===== src/inc/hwc_params.svh =====
`ifndef HWC_PARAMS_SVH
`define HWC_PARAMS_SVH

// Register indices; byte address is four times the index
`define HWC_IDX_PRESCALER 8'h49
`define HWC_IDX_CSR 8'h4a
`define HWC_IDX_CFG 8'h4b
`define HWC_IDX_STAT 8'h4c

// Reset values
`define HWC_PRESCALER_RST 8'hff
`define HWC_CFG_RST 7'h00

// Control/status bit positions
`define HWC_CSR_FLAG 2
`define HWC_CSR_MEAS 1
`define HWC_CSR_EN 0

// Configuration bit positions
`define HWC_CFG_TIME_BASE1_INT_ENABLE 0
`define HWC_CFG_OVERFLOW_INT_ENABLE 1
`define HWC_CFG_CK0 2
`define HWC_CFG_CK1 3
`define HWC_CFG_WDGOPT 4
`define HWC_CFG_PLLEN 5
`define HWC_CFG_LONG 6

`define HWC_HALT_OPCODE 8'h8e

// Timing
`define HWC_CLK_PERIOD_NS 8
`define HWC_PLL_STARTUP_NS 1000
`define HWC_STAB_SHORT 13'd256
`define HWC_STAB_LONG 13'd4096
`define HWC_FIXED_DIV 64
`define HWC_TMR_W 13

`endif


===== src/inc/hwc_pkg.sv =====
package hwc_pkg;

  typedef enum logic [2:0] {
    HWC_RUN, HWC_PLAIN, HWC_TIMED, HWC_WAKE, HWC_STAB, HWC_PLL
  } hwc_state_t;

  typedef struct packed {
    logic main_osc;
    logic timer_clk;
    logic periph_clk;
    logic pll_clk;
    logic rc_en;
    logic cpu_run;
  } hwc_clk_ctrl_t;

  typedef struct packed {
    logic reset_req;
    logic irq_halt_exit;
    logic irq_real_time_base1_interrupt;
    logic irq_active_exit;
  } hwc_wake_src_t;

  typedef struct packed {
    logic [12:0] cnt;
    logic busy;
    logic done;
  } hwc_tmr_st_t;

  typedef struct packed {
    logic [5:0] fix_cnt;
    logic [7:0] pre_cnt;
    logic expire;
  } hwc_div_st_t;

  typedef struct packed {
    hwc_state_t state;
    logic [7:0] prescaler;
    logic wake_en;
    logic meas_en;
    logic wake_flag;
    logic wake_irq;
    logic [6:0] cfg;
    logic ack;
    logic [7:0] rdata;
    logic [1:0] mask;
    logic clr_mask;
    logic resume_reset;
    logic resume_irq;
    logic wdg_rst;
    logic by_reset;
    logic cap_route;
    hwc_clk_ctrl_t clk;
    logic rc_s1;
    logic rc_s2;
    logic rc_s3;
  } hwc_top_st_t;

endpackage


===== src/hdl/hwc_halt_ctrl.sv =====
// The placing of the registers and the Wishbone interface to the registers were decided locally.
`timescale 1ns/10ps
`include "hwc_params.svh"

module hwc_halt_ctrl #(
  parameter int PLL_STARTUP_NS = `HWC_PLL_STARTUP_NS
) (
  input wire logic clk_in,
  input wire logic arst_n_in,
  input wire logic wb_cyc_in,
  input wire logic wb_stb_in,
  input wire logic wb_we_in,
  input wire logic [9:0] wb_adr_in,
  input wire logic [3:0] wb_sel_in,
  input wire logic [31:0] wb_dat_in,
  output logic [31:0] wb_dat_out,
  output logic wb_ack_out,
  input wire logic opcode_valid_in,
  input wire logic [7:0] opcode_in,
  input wire logic wdg_active_in,
  input wire hwc_pkg::hwc_wake_src_t wake_src_in,
  input wire logic irq_entry_in,
  input wire logic [1:0] irq_level_in,
  input wire logic cc_pop_in,
  input wire logic [1:0] cc_pop_mask_in,
  input wire logic wake_rc_clk_in,
  output hwc_pkg::hwc_clk_ctrl_t clk_ctrl_out,
  output logic cap_route_out,
  output logic clr_mask_out,
  output logic [1:0] int_mask_out,
  output logic resume_reset_out,
  output logic resume_irq_out,
  output logic wdg_reset_out,
  output logic wake_irq_out
);

  localparam int PLL_CYC_I =
    (PLL_STARTUP_NS + `HWC_CLK_PERIOD_NS - 1) / `HWC_CLK_PERIOD_NS;
  localparam logic [`HWC_TMR_W-1:0] PLL_CYC = `HWC_TMR_W'(PLL_CYC_I);

  if (PLL_CYC_I < 1 || PLL_CYC_I > (1 << `HWC_TMR_W) - 1) begin : g_chk
    $error("PLL startup count does not fit the cycle timer");
  end

  localparam hwc_pkg::hwc_top_st_t RST_ST = '{
    state: hwc_pkg::HWC_RUN,
    prescaler: `HWC_PRESCALER_RST,
    cfg: `HWC_CFG_RST,
    clk: '{main_osc: 1'b1, timer_clk: 1'b1, periph_clk: 1'b1,
           pll_clk: 1'b0, rc_en: 1'b0, cpu_run: 1'b1},
    default: '0
  };

  function automatic logic reg_hit(input logic [9:0] adr,
                                   input logic [7:0] idx);
    reg_hit = (adr[9:2] == idx);
  endfunction

  hwc_pkg::hwc_top_st_t st_ff;
  hwc_pkg::hwc_top_st_t nxt_st;
  logic tmr_start;
  logic [`HWC_TMR_W-1:0] tmr_load;
  logic tmr_done;
  logic expire;
  logic bus_req;
  logic timed_en;
  logic halt_op;
  logic csr_read;
  logic rc_tick;
  logic [`HWC_TMR_W-1:0] stab_len;

  assign timed_en = st_ff.cfg[`HWC_CFG_TIME_BASE1_INT_ENABLE] |
                    (st_ff.cfg[`HWC_CFG_OVERFLOW_INT_ENABLE] & ~st_ff.cfg[`HWC_CFG_CK1] &
                     st_ff.cfg[`HWC_CFG_CK0]);
  assign halt_op = opcode_valid_in && (opcode_in == `HWC_HALT_OPCODE);
  assign bus_req = wb_cyc_in && wb_stb_in && !st_ff.ack;
  assign csr_read = bus_req && !wb_we_in && reg_hit(wb_adr_in, `HWC_IDX_CSR);
  assign rc_tick = st_ff.rc_s2 ^ st_ff.rc_s3;
  assign stab_len = st_ff.cfg[`HWC_CFG_LONG] ? `HWC_STAB_LONG :
                                               `HWC_STAB_SHORT;

  always_comb begin
    nxt_st = st_ff;
    tmr_start = 1'b0;
    tmr_load = stab_len;
    nxt_st.clr_mask = 1'b0;
    nxt_st.resume_reset = 1'b0;
    nxt_st.resume_irq = 1'b0;
    nxt_st.wdg_rst = 1'b0;
    nxt_st.rc_s1 = wake_rc_clk_in;
    nxt_st.rc_s2 = st_ff.rc_s1;
    nxt_st.rc_s3 = st_ff.rc_s2;

    // Register bus: one wait state, write and read at the ack edge
    nxt_st.ack = bus_req;
    nxt_st.rdata = '0;
    if (bus_req && wb_we_in && wb_sel_in[0]) begin
      if (reg_hit(wb_adr_in, `HWC_IDX_PRESCALER)) begin
        if (wb_dat_in[7:0] != 8'h00) begin
          nxt_st.prescaler = wb_dat_in[7:0];
        end
      end else if (reg_hit(wb_adr_in, `HWC_IDX_CSR)) begin
        nxt_st.wake_en = wb_dat_in[`HWC_CSR_EN];
        nxt_st.meas_en = wb_dat_in[`HWC_CSR_MEAS];
      end else if (reg_hit(wb_adr_in, `HWC_IDX_CFG)) begin
        nxt_st.cfg = wb_dat_in[6:0];
      end
    end
    if (bus_req && !wb_we_in) begin
      if (reg_hit(wb_adr_in, `HWC_IDX_PRESCALER)) begin
        nxt_st.rdata = st_ff.prescaler;
      end else if (reg_hit(wb_adr_in, `HWC_IDX_CSR)) begin
        nxt_st.rdata = {5'h00, st_ff.wake_flag, st_ff.meas_en, st_ff.wake_en};
      end else if (reg_hit(wb_adr_in, `HWC_IDX_CFG)) begin
        nxt_st.rdata = {1'b0, st_ff.cfg};
      end else if (reg_hit(wb_adr_in, `HWC_IDX_STAT)) begin
        nxt_st.rdata = {3'h0, st_ff.mask, 3'(st_ff.state)};
      end
    end
    // Read clears flag and pending interrupt
    if (csr_read) begin
      nxt_st.wake_flag = 1'b0;
      nxt_st.wake_irq = 1'b0;
    end

    // Mask follows interrupt entry and pop
    if (irq_entry_in) begin
      nxt_st.mask = irq_level_in;
    end else if (cc_pop_in) begin
      nxt_st.mask = cc_pop_mask_in;
    end

    unique case (st_ff.state)
      hwc_pkg::HWC_RUN: begin
        if (halt_op) begin
          // Watchdog reset only outside timed halt
          if (wdg_active_in && !timed_en && st_ff.cfg[`HWC_CFG_WDGOPT]) begin
            nxt_st.wdg_rst = 1'b1;
          end else begin
            // Mask cleared on any halt entry
            nxt_st.clr_mask = 1'b1;
            nxt_st.mask = 2'b00;
            nxt_st.clk.cpu_run = 1'b0;
            nxt_st.clk.periph_clk = 1'b0;
            nxt_st.clk.pll_clk = 1'b0;
            if (st_ff.wake_en) begin
              nxt_st.state = hwc_pkg::HWC_WAKE;
              nxt_st.clk.main_osc = 1'b0;
              nxt_st.clk.timer_clk = 1'b0;
            end else if (timed_en) begin
              nxt_st.state = hwc_pkg::HWC_TIMED;
            end else begin
              nxt_st.state = hwc_pkg::HWC_PLAIN;
              nxt_st.clk.main_osc = 1'b0;
              nxt_st.clk.timer_clk = 1'b0;
            end
          end
        end
      end
      hwc_pkg::HWC_TIMED: begin
        // Only reset or designated interrupts end it
        if (wake_src_in.reset_req) begin
          nxt_st.by_reset = 1'b1;
          nxt_st.state = hwc_pkg::HWC_STAB;
          tmr_start = 1'b1;
        end else if (wake_src_in.irq_real_time_base1_interrupt || wake_src_in.irq_active_exit) begin
          nxt_st.state = hwc_pkg::HWC_RUN;
          nxt_st.resume_irq = 1'b1;
          nxt_st.clk.cpu_run = 1'b1;
          nxt_st.clk.periph_clk = 1'b1;
          nxt_st.clk.pll_clk = st_ff.cfg[`HWC_CFG_PLLEN];
        end
      end
      hwc_pkg::HWC_PLAIN, hwc_pkg::HWC_WAKE: begin
        // Exit by reset, halt-exit interrupt or wake delay
        if (wake_src_in.reset_req || wake_src_in.irq_halt_exit ||
            (expire && st_ff.state == hwc_pkg::HWC_WAKE)) begin
          nxt_st.by_reset = wake_src_in.reset_req;
          nxt_st.state = hwc_pkg::HWC_STAB;
          nxt_st.clk.main_osc = 1'b1;
          tmr_start = 1'b1;
        end
      end
      hwc_pkg::HWC_STAB: begin
        if (tmr_done) begin
          if (st_ff.cfg[`HWC_CFG_PLLEN]) begin
            nxt_st.state = hwc_pkg::HWC_PLL;
            tmr_start = 1'b1;
            tmr_load = PLL_CYC;
          end else begin
            nxt_st.state = hwc_pkg::HWC_RUN;
          end
        end
      end
      hwc_pkg::HWC_PLL: begin
        if (tmr_done) begin
          nxt_st.state = hwc_pkg::HWC_RUN;
        end
      end
      default: begin
        nxt_st.state = hwc_pkg::HWC_RUN;
      end
    endcase

    // Resume after delays, vector by cause
    if (nxt_st.state == hwc_pkg::HWC_RUN &&
        (st_ff.state == hwc_pkg::HWC_STAB ||
         st_ff.state == hwc_pkg::HWC_PLL)) begin
      nxt_st.resume_reset = st_ff.by_reset;
      nxt_st.resume_irq = !st_ff.by_reset;
      nxt_st.clk.cpu_run = 1'b1;
      nxt_st.clk.periph_clk = 1'b1;
      nxt_st.clk.timer_clk = 1'b1;
      nxt_st.clk.pll_clk = st_ff.cfg[`HWC_CFG_PLLEN];
    end

    // Wake delay sets flag and interrupt; set wins over read clear
    if (expire && st_ff.state == hwc_pkg::HWC_WAKE) begin
      nxt_st.wake_flag = 1'b1;
      nxt_st.wake_irq = 1'b1;
    end

    // RC oscillator enable and capture routing
    nxt_st.clk.rc_en = (nxt_st.state == hwc_pkg::HWC_WAKE) ||
                       (nxt_st.meas_en && nxt_st.state == hwc_pkg::HWC_RUN);
    nxt_st.cap_route = nxt_st.meas_en &&
                       nxt_st.state == hwc_pkg::HWC_RUN && st_ff.rc_s2;
  end

  always_ff @(posedge clk_in or negedge arst_n_in) begin
    if (!arst_n_in) begin
      st_ff <= RST_ST;
    end else begin
      st_ff <= nxt_st;
    end
  end

  hwc_cycle_timer u_timer (
    .clk_in(clk_in),
    .arst_n_in(arst_n_in),
    .start_in(tmr_start),
    .load_in(tmr_load),
    .done_out(tmr_done)
  );

  // Wake delay of 64 times prescaler RC half-periods (each RC clock edge is one tick)
  hwc_wake_divider u_wake_div (
    .clk_in(clk_in),
    .arst_n_in(arst_n_in),
    .run_in(st_ff.state == hwc_pkg::HWC_WAKE),
    .tick_in(rc_tick),
    .prescaler_in(st_ff.prescaler),
    .expire_out(expire)
  );

  assign wb_dat_out = {24'h000000, st_ff.rdata};
  assign wb_ack_out = st_ff.ack;
  assign clk_ctrl_out = st_ff.clk;
  assign cap_route_out = st_ff.cap_route;
  assign clr_mask_out = st_ff.clr_mask;
  assign int_mask_out = st_ff.mask;
  assign resume_reset_out = st_ff.resume_reset;
  assign resume_irq_out = st_ff.resume_irq;
  assign wdg_reset_out = st_ff.wdg_rst;
  assign wake_irq_out = st_ff.wake_irq;

  // Cycles spent in stabilisation, for checking only
  logic [`HWC_TMR_W-1:0] stab_cnt_ff;
  always_ff @(posedge clk_in or negedge arst_n_in) begin
    if (!arst_n_in) begin
      stab_cnt_ff <= '0;
    end else if (st_ff.state == hwc_pkg::HWC_STAB) begin
      stab_cnt_ff <= stab_cnt_ff + `HWC_TMR_W'(1);
    end else begin
      stab_cnt_ff <= '0;
    end
  end
endmodule // hwc_halt_ctrl


===== src/hdl/hwc_cycle_timer.sv =====
`timescale 1ns/10ps
`include "hwc_params.svh"

module hwc_cycle_timer (
  input wire logic clk_in,
  input wire logic arst_n_in,
  input wire logic start_in,
  input wire logic [`HWC_TMR_W-1:0] load_in,
  output logic done_out
);

  hwc_pkg::hwc_tmr_st_t st_ff;
  hwc_pkg::hwc_tmr_st_t nxt_st;

  // Done pulses exactly load_in cycles after the start edge
  always_comb begin
    nxt_st = st_ff;
    nxt_st.done = 1'b0;
    if (start_in) begin
      nxt_st.cnt = load_in;
      nxt_st.busy = 1'b1;
    end else if (st_ff.busy) begin
      nxt_st.cnt = st_ff.cnt - 13'd1;
      if (st_ff.cnt == 13'd1) begin
        nxt_st.busy = 1'b0;
        nxt_st.done = 1'b1;
      end
    end
  end

  always_ff @(posedge clk_in or negedge arst_n_in) begin
    if (!arst_n_in) begin
      st_ff <= '0;
    end else begin
      st_ff <= nxt_st;
    end
  end

  assign done_out = st_ff.done;

endmodule // hwc_cycle_timer


===== src/hdl/hwc_wake_divider.sv =====
`timescale 1ns/10ps
`include "hwc_params.svh"

module hwc_wake_divider (
  input wire logic clk_in,
  input wire logic arst_n_in,
  input wire logic run_in,
  input wire logic tick_in,
  input wire logic [7:0] prescaler_in,
  output logic expire_out
);

  hwc_pkg::hwc_div_st_t st_ff;
  hwc_pkg::hwc_div_st_t nxt_st;

  // Fixed divide by 64, then divide by the prescaler value
  always_comb begin
    nxt_st = st_ff;
    nxt_st.expire = 1'b0;
    if (!run_in) begin
      nxt_st.fix_cnt = '0;
      nxt_st.pre_cnt = '0;
    end else if (tick_in) begin
      nxt_st.fix_cnt = st_ff.fix_cnt + 6'd1;
      if (st_ff.fix_cnt == 6'(`HWC_FIXED_DIV - 1)) begin
        nxt_st.fix_cnt = '0;
        if (st_ff.pre_cnt + 8'd1 >= prescaler_in) begin
          nxt_st.pre_cnt = '0;
          nxt_st.expire = 1'b1;
        end else begin
          nxt_st.pre_cnt = st_ff.pre_cnt + 8'd1;
        end
      end
    end
  end

  always_ff @(posedge clk_in or negedge arst_n_in) begin
    if (!arst_n_in) begin
      st_ff <= '0;
    end else begin
      st_ff <= nxt_st;
    end
  end

  assign expire_out = st_ff.expire;

endmodule // hwc_wake_divider


===== config.mk =====
export PLATFORM = sky130hd
export DESIGN_NAME = hwc_halt_ctrl
export DESIGN_NICKNAME = d
export VERILOG_FILES = /design/src/inc/hwc_pkg.sv /design/src/hdl/hwc_halt_ctrl.sv /design/src/hdl/hwc_cycle_timer.sv /design/src/hdl/hwc_wake_divider.sv
export VERILOG_INCLUDE_DIRS = /design/src /design/src/inc
export SDC_FILE = /design/constraint.sdc
export NUM_CORES = 1
export LEC_CHECK = 0
export ABC_AREA = 1
export BUFFER_PORTS_ARGS = -buffer_cell sky130_fd_sc_hd__buf_2
export CAP_MARGIN = 15
export CORE_MARGIN = 2
export CORE_UTILIZATION = 30
export DETAILED_ROUTE_END_ITERATION = 8
export GPL_TIMING_DRIVEN = 1
export PLACE_DENSITY = 0.56
export SYNTH_ARGS = -nofsm -noshare
export SYNTH_HDL_FRONTEND = slang
export SYNTH_SLANG_ARGS = --single-unit

===== constraint.sdc =====
create_clock -name clk_in -period 4.5 [get_ports clk_in]
set_input_delay 0.45 -clock clk_in [delete_from_list [all_inputs] [get_ports clk_in]]
set_output_delay 0.45 -clock clk_in [all_outputs]
set_load 0.05 [all_outputs]

==> results of run 1 <==
area by class of cell:
class / count / area share
clock buffer: 14 / 0.0517
clock inverter: 2 / 0.00204
inverter: 83 / 0.0639
multi-input combinational: 335 / 0.380
sequential: 76 / 0.390
tap: 180 / 0.0459
timing repair buffer: 65 / 0.0668
registers in the layout (all words and copies together) (netlist names), 2 cells and up:
signal and flops:
clk_ctrl_out 5, int_mask_out 2, nxt_st 2, st_ff 23, u_timer.st_ff 14, u_wake_div.st_ff 14
wb_dat_out 8
worst paths after layout:
path	from	end	slack [ns]
worst min-delay path	wake_rc_clk_in	nxt_st[1]	0.22
worst max register to register	u_wake_div.st_ff[3]	u_wake_div.st_ff[5]	2.25
min in group asynchronous	arst_n_in	u_timer.st_ff[2]	0.27
max in group asynchronous	arst_n_in	st_ff[29]	3.62
worst max-delay path	u_wake_div.st_ff[3]	u_wake_div.st_ff[5]	2.25
worst min register to register	nxt_st[1]	nxt_st[0]	0.35
routing by layer:
metal,track usage,vias up
li1,-,1704
met1,0.170,1560
met2,0.209,64
met3,0.0334,6
met4,0.0492,0
met5,0,-
cells by family (layout without fill, tap and decap cells):
kind of cell | count (synthesis) | after routing | synth area share
AO/OA/AOI/OAI | 72 | 72 | 0.0947
XOR/XNOR | 18 | 18 | 0.0382
adder cells (fa/ha/maj) | 12 | 12 | 0.0347
buffers and inverters | 126 | 164 | 0.145
flip-flops | 76 | 76 | 0.443
multiplexers | 2 | 2 | 0.00463
other | 1 | 24 | 0.000868
AND/OR/NAND/NOR | 207 | 207 | 0.238
stage by stage:
step | utilization | worst slack (ns) | hold WS, ns | total power, mW | cells
after detailed placement | 0.332 | 2.25 | 0.344 | 0.825 | 739
after global routing | 0.351 | 1.97 | 0.210 | 1.53 | 755
after global placement | 0.332 | 2.30 | 0.337 | 0.823 | 739
final | 0.351 | 2.25 | 0.221 | 1.47 | 755
after floorplan | - | 2.55 | 0.154 | 0.798 | 537
after CTS | 0.351 | 2.26 | 0.203 | 1.49 | 755
power by group through the flow:
stage / registers, mW / logic (mW) / clock network [mW]
4_1_cts: 0.693 / 0.120 / 0.679
2_1_floorplan: 0.707 / 0.0916 / 0
6_report: 0.693 / 0.118 / 0.656
5_1_grt: 0.693 / 0.130 / 0.705
3_3_place_gp: 0.704 / 0.118 / 0
3_5_place_dp: 0.705 / 0.120 / 0
critical path, cell delays in order, from the launching register on:
cell and delay [ns]:
dfrtp_1 0.41, nand2_1 0.07, nor2_1 0.15, nand3_1 0.13, nand3b_1 0.20, xor2_1 0.14
inv_1 0.07, ha_1 0.28, a21oi_1 0.15, o21a_1 0.15, nand4_1 0.20, o21ai_0 0.22
cells in the final DEF, fill, tap and decap left out, types with 2 or more instances in the layout:
cell type / synthesis / routed
o22ai_1: 3 / 3
nor3_1: 8 / 8
nor4_1: 2 / 2
conb_1: 1 / 24
o21ai_1: 4 / 4
xnor2_1: 3 / 3
nand2_2: 3 / 3
nand3_1: 29 / 29
nor2_1: 44 / 44
nand3_2: 2 / 2
o211ai_1: 2 / 2
nand4_2: 2 / 2
ha_1: 12 / 12
o221ai_1: 4 / 4
mux2i_1: 2 / 2
inv_2: 9 / 9
nor2_2: 4 / 4
buf_2: 2 / 64
nand2_4: 2 / 2
nor2_4: 4 / 4
nand2_1: 88 / 88
or2_2: 2 / 2
dfrtp_1: 65 / 65
a21oi_1: 17 / 17
clkbuf_1: 1 / 4
nand4_1: 6 / 6
clkinv_2: 0 / 2
o31ai_1: 2 / 2
nor3b_1: 2 / 2
clkbuf_16: 0 / 9
o21ai_0: 34 / 34
inv_1: 73 / 73
dfstp_2: 11 / 11
nand3b_1: 3 / 3
xor2_1: 14 / 14
==> results.json, run 1 <==
{
  "arrival_ns": 2.50,
  "netlist.area_leader.share": 0.376,
  "final.period_utilization": 0.499,
  "cp_max_fo": 5,
  "worst-slew-pin-transition_ns": 0.956,
  "clkPwrFrac": 0.447,
  "whs_path_depth": 1,
  "numCtsBuffers": 9,
  "routed_via_density": 4.42,
  "drc_errors": 0,
  "p_per_area_nw_per_um2": 299,
  "power.leakage_nw": 2.48,
  "rsz0062_at_grt": "false",
  "antenna_found_initial": 0,
  "routed-wl-met2_um": 4350,
  "ir_drop_mv": 0.186,
  "finalNetCount": 654,
  "hpwl_um": 6990,
  "chipWidth_um": 124,
  "met3_length_um": 350,
  "synthArstFlopShare": 1.00,
  "synth.area.top_cells": "dfrtp_1 (38%), nand2_1 (7.6%), buf_4 (6.9%)",
  "placed_cell_area_um2": 4650,
  "portBuffers": 65,
  "crit_type": "reg2reg",
  "synth_seq_cells": 76,
  "combPwrFrac": 0.081,
  "htreeDepth": 3,
  "regArea_um2": 1920,
  "nFillCells": 1475,
  "yosysUniqueCellTypes": 48,
  "grt_max_degree": 77,
  "p_int_mw": 1.10,
  "synth_area_leader_cell": "dfrtp_1",
  "synth_edf_count": 0,
  "clock_latency_ns": 0.34,
  "min_period_ns": 2.25,
  "cts.sinks": 76,
  "postCtsHoldBufs": 0,
  "final-max-slew-violation-count": 0,
  "cts_resized": 0,
  "finClkSkew_ns": 0.00591,
  "vias": 3334,
  "die_y_um": 124,
  "ant_nets": 0,
  "clk_pin_slew_ns": 0.06,
  "seqPwrFrac": 0.472,
  "dr.max_layer_used": "met4",
  "wirelength_um": 9190,
  "grt_pass1_vias": 3269,
  "num_rows": 43,
  "drive_gt1_frac": 0.216,
  "hold_path.class": "in2reg",
  "first_pass_iters": 4,
  "setup_viol": 0,
  "postCtsSetupBuffers": 0,
  "place.gp.congestion": 0.807,
  "switching_power_mw": 0.367,
  "worst_setup_path_start_kind": "register",
  "synth-main-ff-cell": "dfrtp_1",
  "grt_use_total": 0.131,
  "max-slew-margin-rel": 0.363,
  "timing.fmax_ghz": 0.445,
  "wire_per_inst_um": 12.2,
  "required_ns": 4.75,
  "synth_common_cells": "nand2_1 (88), inv_1 (73), dfrtp_1 (65), nor2_1 (44), buf_4 (40)",
  "dieArea_um2": 15400,
  "drt_iter0_markers": 215,
  "synth_most_common_cell": "nand2_1",
  "drt-met1-wl_um": 4420,
  "finalSetupTns_ns": 0,
  "syn_inst": 514,
  "cts_tree": "built",
  "r2r_cells": 11,
  "cts_buffer_depth": 2,
  "grt_pass1_wl_um": 15600,
  "io_pins": 119,
  "syn2layout_area_growth_pct": 13.6,
  "yosysSeqAreaShare": 0.443,
  "antenna_cells": 0,
  "syn_avg_cell_area_um2": 8.41,
  "hold_violations": 0,
  "cts-root-buf": "clkbuf_16",
  "multi_input_area_um2": 1860,
  "grt_overflow": 0,
  "design_area_um2": 4910,
  "maxCapViolCount": 0,
  "endpoint_kind": "register",
  "synth_warnings": 0,
  "core-area_um2": 14000,
  "status": "complete, no violations",
  "netSwitchingFraction": 0.250,
  "floorplan.initialDensity": 0.309,
  "synthesis.area_um2": 4320
}
No activity file was read; power rests on OpenSTA's default activity.
==> run 2, diff against run 1 <==
--- a/config.mk
+++ b/config.mk
@@ -13,7 +13,7 @@
 export CORE_UTILIZATION = 30
 export DETAILED_ROUTE_END_ITERATION = 8
 export GPL_TIMING_DRIVEN = 1
-export PLACE_DENSITY = 0.56
+export PLACE_DENSITY = 0.58
 export SYNTH_ARGS = -nofsm -noshare
 export SYNTH_HDL_FRONTEND = slang
 export SYNTH_SLANG_ARGS = --single-unit
==> constraint.sdc (replaced) <==
create_clock -name clk_in -period 2 [get_ports clk_in]
set_input_delay 0.2 -clock clk_in [delete_from_list [all_inputs] [get_ports clk_in]]
set_output_delay 0.2 -clock clk_in [all_outputs]
set_load 0.05 [all_outputs]
==> run 2 against run 1 <==
  * Combinational power is 140% higher
  * Critical path type unchanged
  * The flow now finishes with violations (negative setup slack)
  * Cell count is 3.4% higher
  * Count of clock-buffer cells in the layout is 2 lower
  * Largest cell class is now multi-input combinational cells
==> results.json, run 2 (synthesized netlist as in run 1, its figures left out) <==
{
  "status": "finished with violations",
  "violations": "negative setup slack",
  "grt_use_total": 0.137,
  "nFillCells": 1421,
  "io_pins": 119,
  "drc_errors": 0,
  "r2r_cells": 10,
  "layout_common_cells": "nand2_1 (87), inv_1 (72), dfrtp_1 (65), buf_2 (64), nor2_1 (42)",
  "vias": 3496,
  "rsz0062_at_grt": "true",
  "antenna_cells": 0,
  "hpwl_um": 7350,
  "final-max-slew-violation-count": 0,
  "worst_setup_path_start_kind": "register",
  "antenna_found_initial": 0,
  "wire_per_inst_um": 12.3,
  "whs_ns": 0.103,
  "endpoint_kind": "register",
  "finalNetCount": 680,
  "grt_max_degree": 43,
  "cp_max_fo": 5,
  "final.period_utilization": 1.07,
  "htreeDepth": 3,
  "hold_path.class": "in2reg",
  "p_per_area_nw_per_um2": 669,
  "setup_viol": 9,
  "preCtsSetupSlack_ns": -0.238,
  "chipWidth_um": 124,
  "whs_path_depth": 3,
  "grt_pass1_wl_um": 16400,
  "ir_drop_mv": 0.344,
  "routed_via_density": 4.48,
  "wirelength_um": 9600,
  "cts_buffer_depth": 2,
  "timing.fmax_ghz": 0.468,
  "worst-slew-pin-transition_ns": 0.599,
  "drt_iter0_markers": 175,
  "syn2layout_area_growth_pct": 20.7,
  "crit_type": "reg2reg",
  "ant_nets": 0,
  "largest_reg_flops": 23,
  "cts_tree": "built",
  "final_common_cell": "nand2_1",
  "cts-root-buf": "clkbuf_16",
  "max-slew-margin-rel": 0.599,
  "regMostFlops": "st_ff",
  "clock_latency_ns": 0.34,
  "portBuffers": 65,
  "drive_gt1_frac": 0.270,
  "arrival_ns": 2.35,
  "cts.sinks": 76,
  "core-area_um2": 14000,
  "maxCapViolCount": 0,
  "clk_pin_slew_ns": 0.05,
  "required_ns": 2.21,
  "largest_registers": "st_ff (23), u_timer.st_ff (14), u_wake_div.st_ff (14)",
  "floorplan.initialDensity": 0.309,
  "power.leakage_nw": 2.63,
  "dieArea_um2": 15400,
  "setup_slack_ns": -0.135,
  "placed_cell_area_um2": 4780,
  "fin_total_pwr_mw": 3.49,
  "place.gp.congestion": 0.851,
  "reg2reg_slack_ns": -0.13,
  "hold_violations": 0,
  "final_cells": 781,
  "grt_pass1_vias": 3576,
  "placed_cells": 755,
  "finClkSkew_ns": 0.00570,
  "die_y_um": 124,
  "grt_overflow": 0,
  "numCtsBuffers": 9,
  "first_pass_iters": 4,
  "min_period_ns": 2.13,
  "design_area_um2": 5220,
  "num_rows": 43
}
-- run 2: timing repair --
action / CTS / global route
hold buffers: 2 / 0
setup endpoints to repair: 9 / 9
setup buffers: 4 / 4
pin swaps: 10 / 8
hold endpoints to repair: 38 / 0
resized for setup: 15 / 3
-- run 2: final timing paths --
kind | end | startpoint
setup reg to reg | u_wake_div.st_ff[2] | u_wake_div.st_ff[1]
setup / recovery | u_wake_div.st_ff[2] | u_wake_div.st_ff[1]
hold reg to reg | nxt_st[0] | nxt_st[1]
max in group asynchronous | st_ff[44] | arst_n_in
min in group asynchronous | nxt_st[1] | arst_n_in
hold / removal | st_ff[44] | wb_dat_in[7]
-- run 2: metal layers --
layer,part of all wire,track usage,vias to the layer above,wire length [um]
li1,-,-,1757,-
met4,0.018,0.0520,0,170
met5,0,0,-,0
met1,0.44,0.167,1646,4230
met3,0.049,0.0348,16,470
met2,0.49,0.235,77,4730
-- run 2: worst max-delay path: stages, from the launching register on --
cell     delay, ns
dfrtp_1       0.41
ha_2          0.21
buf_4         0.12
buf_4         0.12
xor2_1        0.16
ha_1          0.28
inv_1         0.06
o31ai_2       0.25
nand2_1       0.10
nand4_1       0.19
o21ai_1       0.11
-- run 2: power by group --
group          total [mW]  internal [mW]  switching (mW)
Sequential           1.56           1.55         0.00709
Clock                1.65           1.03           0.622
Combinational       0.279         0.0631           0.215
-- run 2: layout make-up --
type | instances | area [um^2] | area share
multi-input combinational | 335 | 1920 | 0.368
sequential | 76 | 1920 | 0.367
timing repair buffer | 91 | 541 | 0.104
inverter | 83 | 314 | 0.0602
clock buffer | 12 | 256 | 0.0492
tap | 180 | 225 | 0.0432
clock inverter | 4 | 47.5 | 0.00911
-- run 2: stage by stage --
| stage | TNS, ns | utilization |
|---|---|---|
| floorplan | 0 | - |
| global placement | -0.612 | 0.342 |
| detailed placement | -1.64 | 0.342 |
| CTS | -0.491 | 0.370 |
| global route | -2.08 | 0.373 |
| finish | -0.971 | 0.373 |
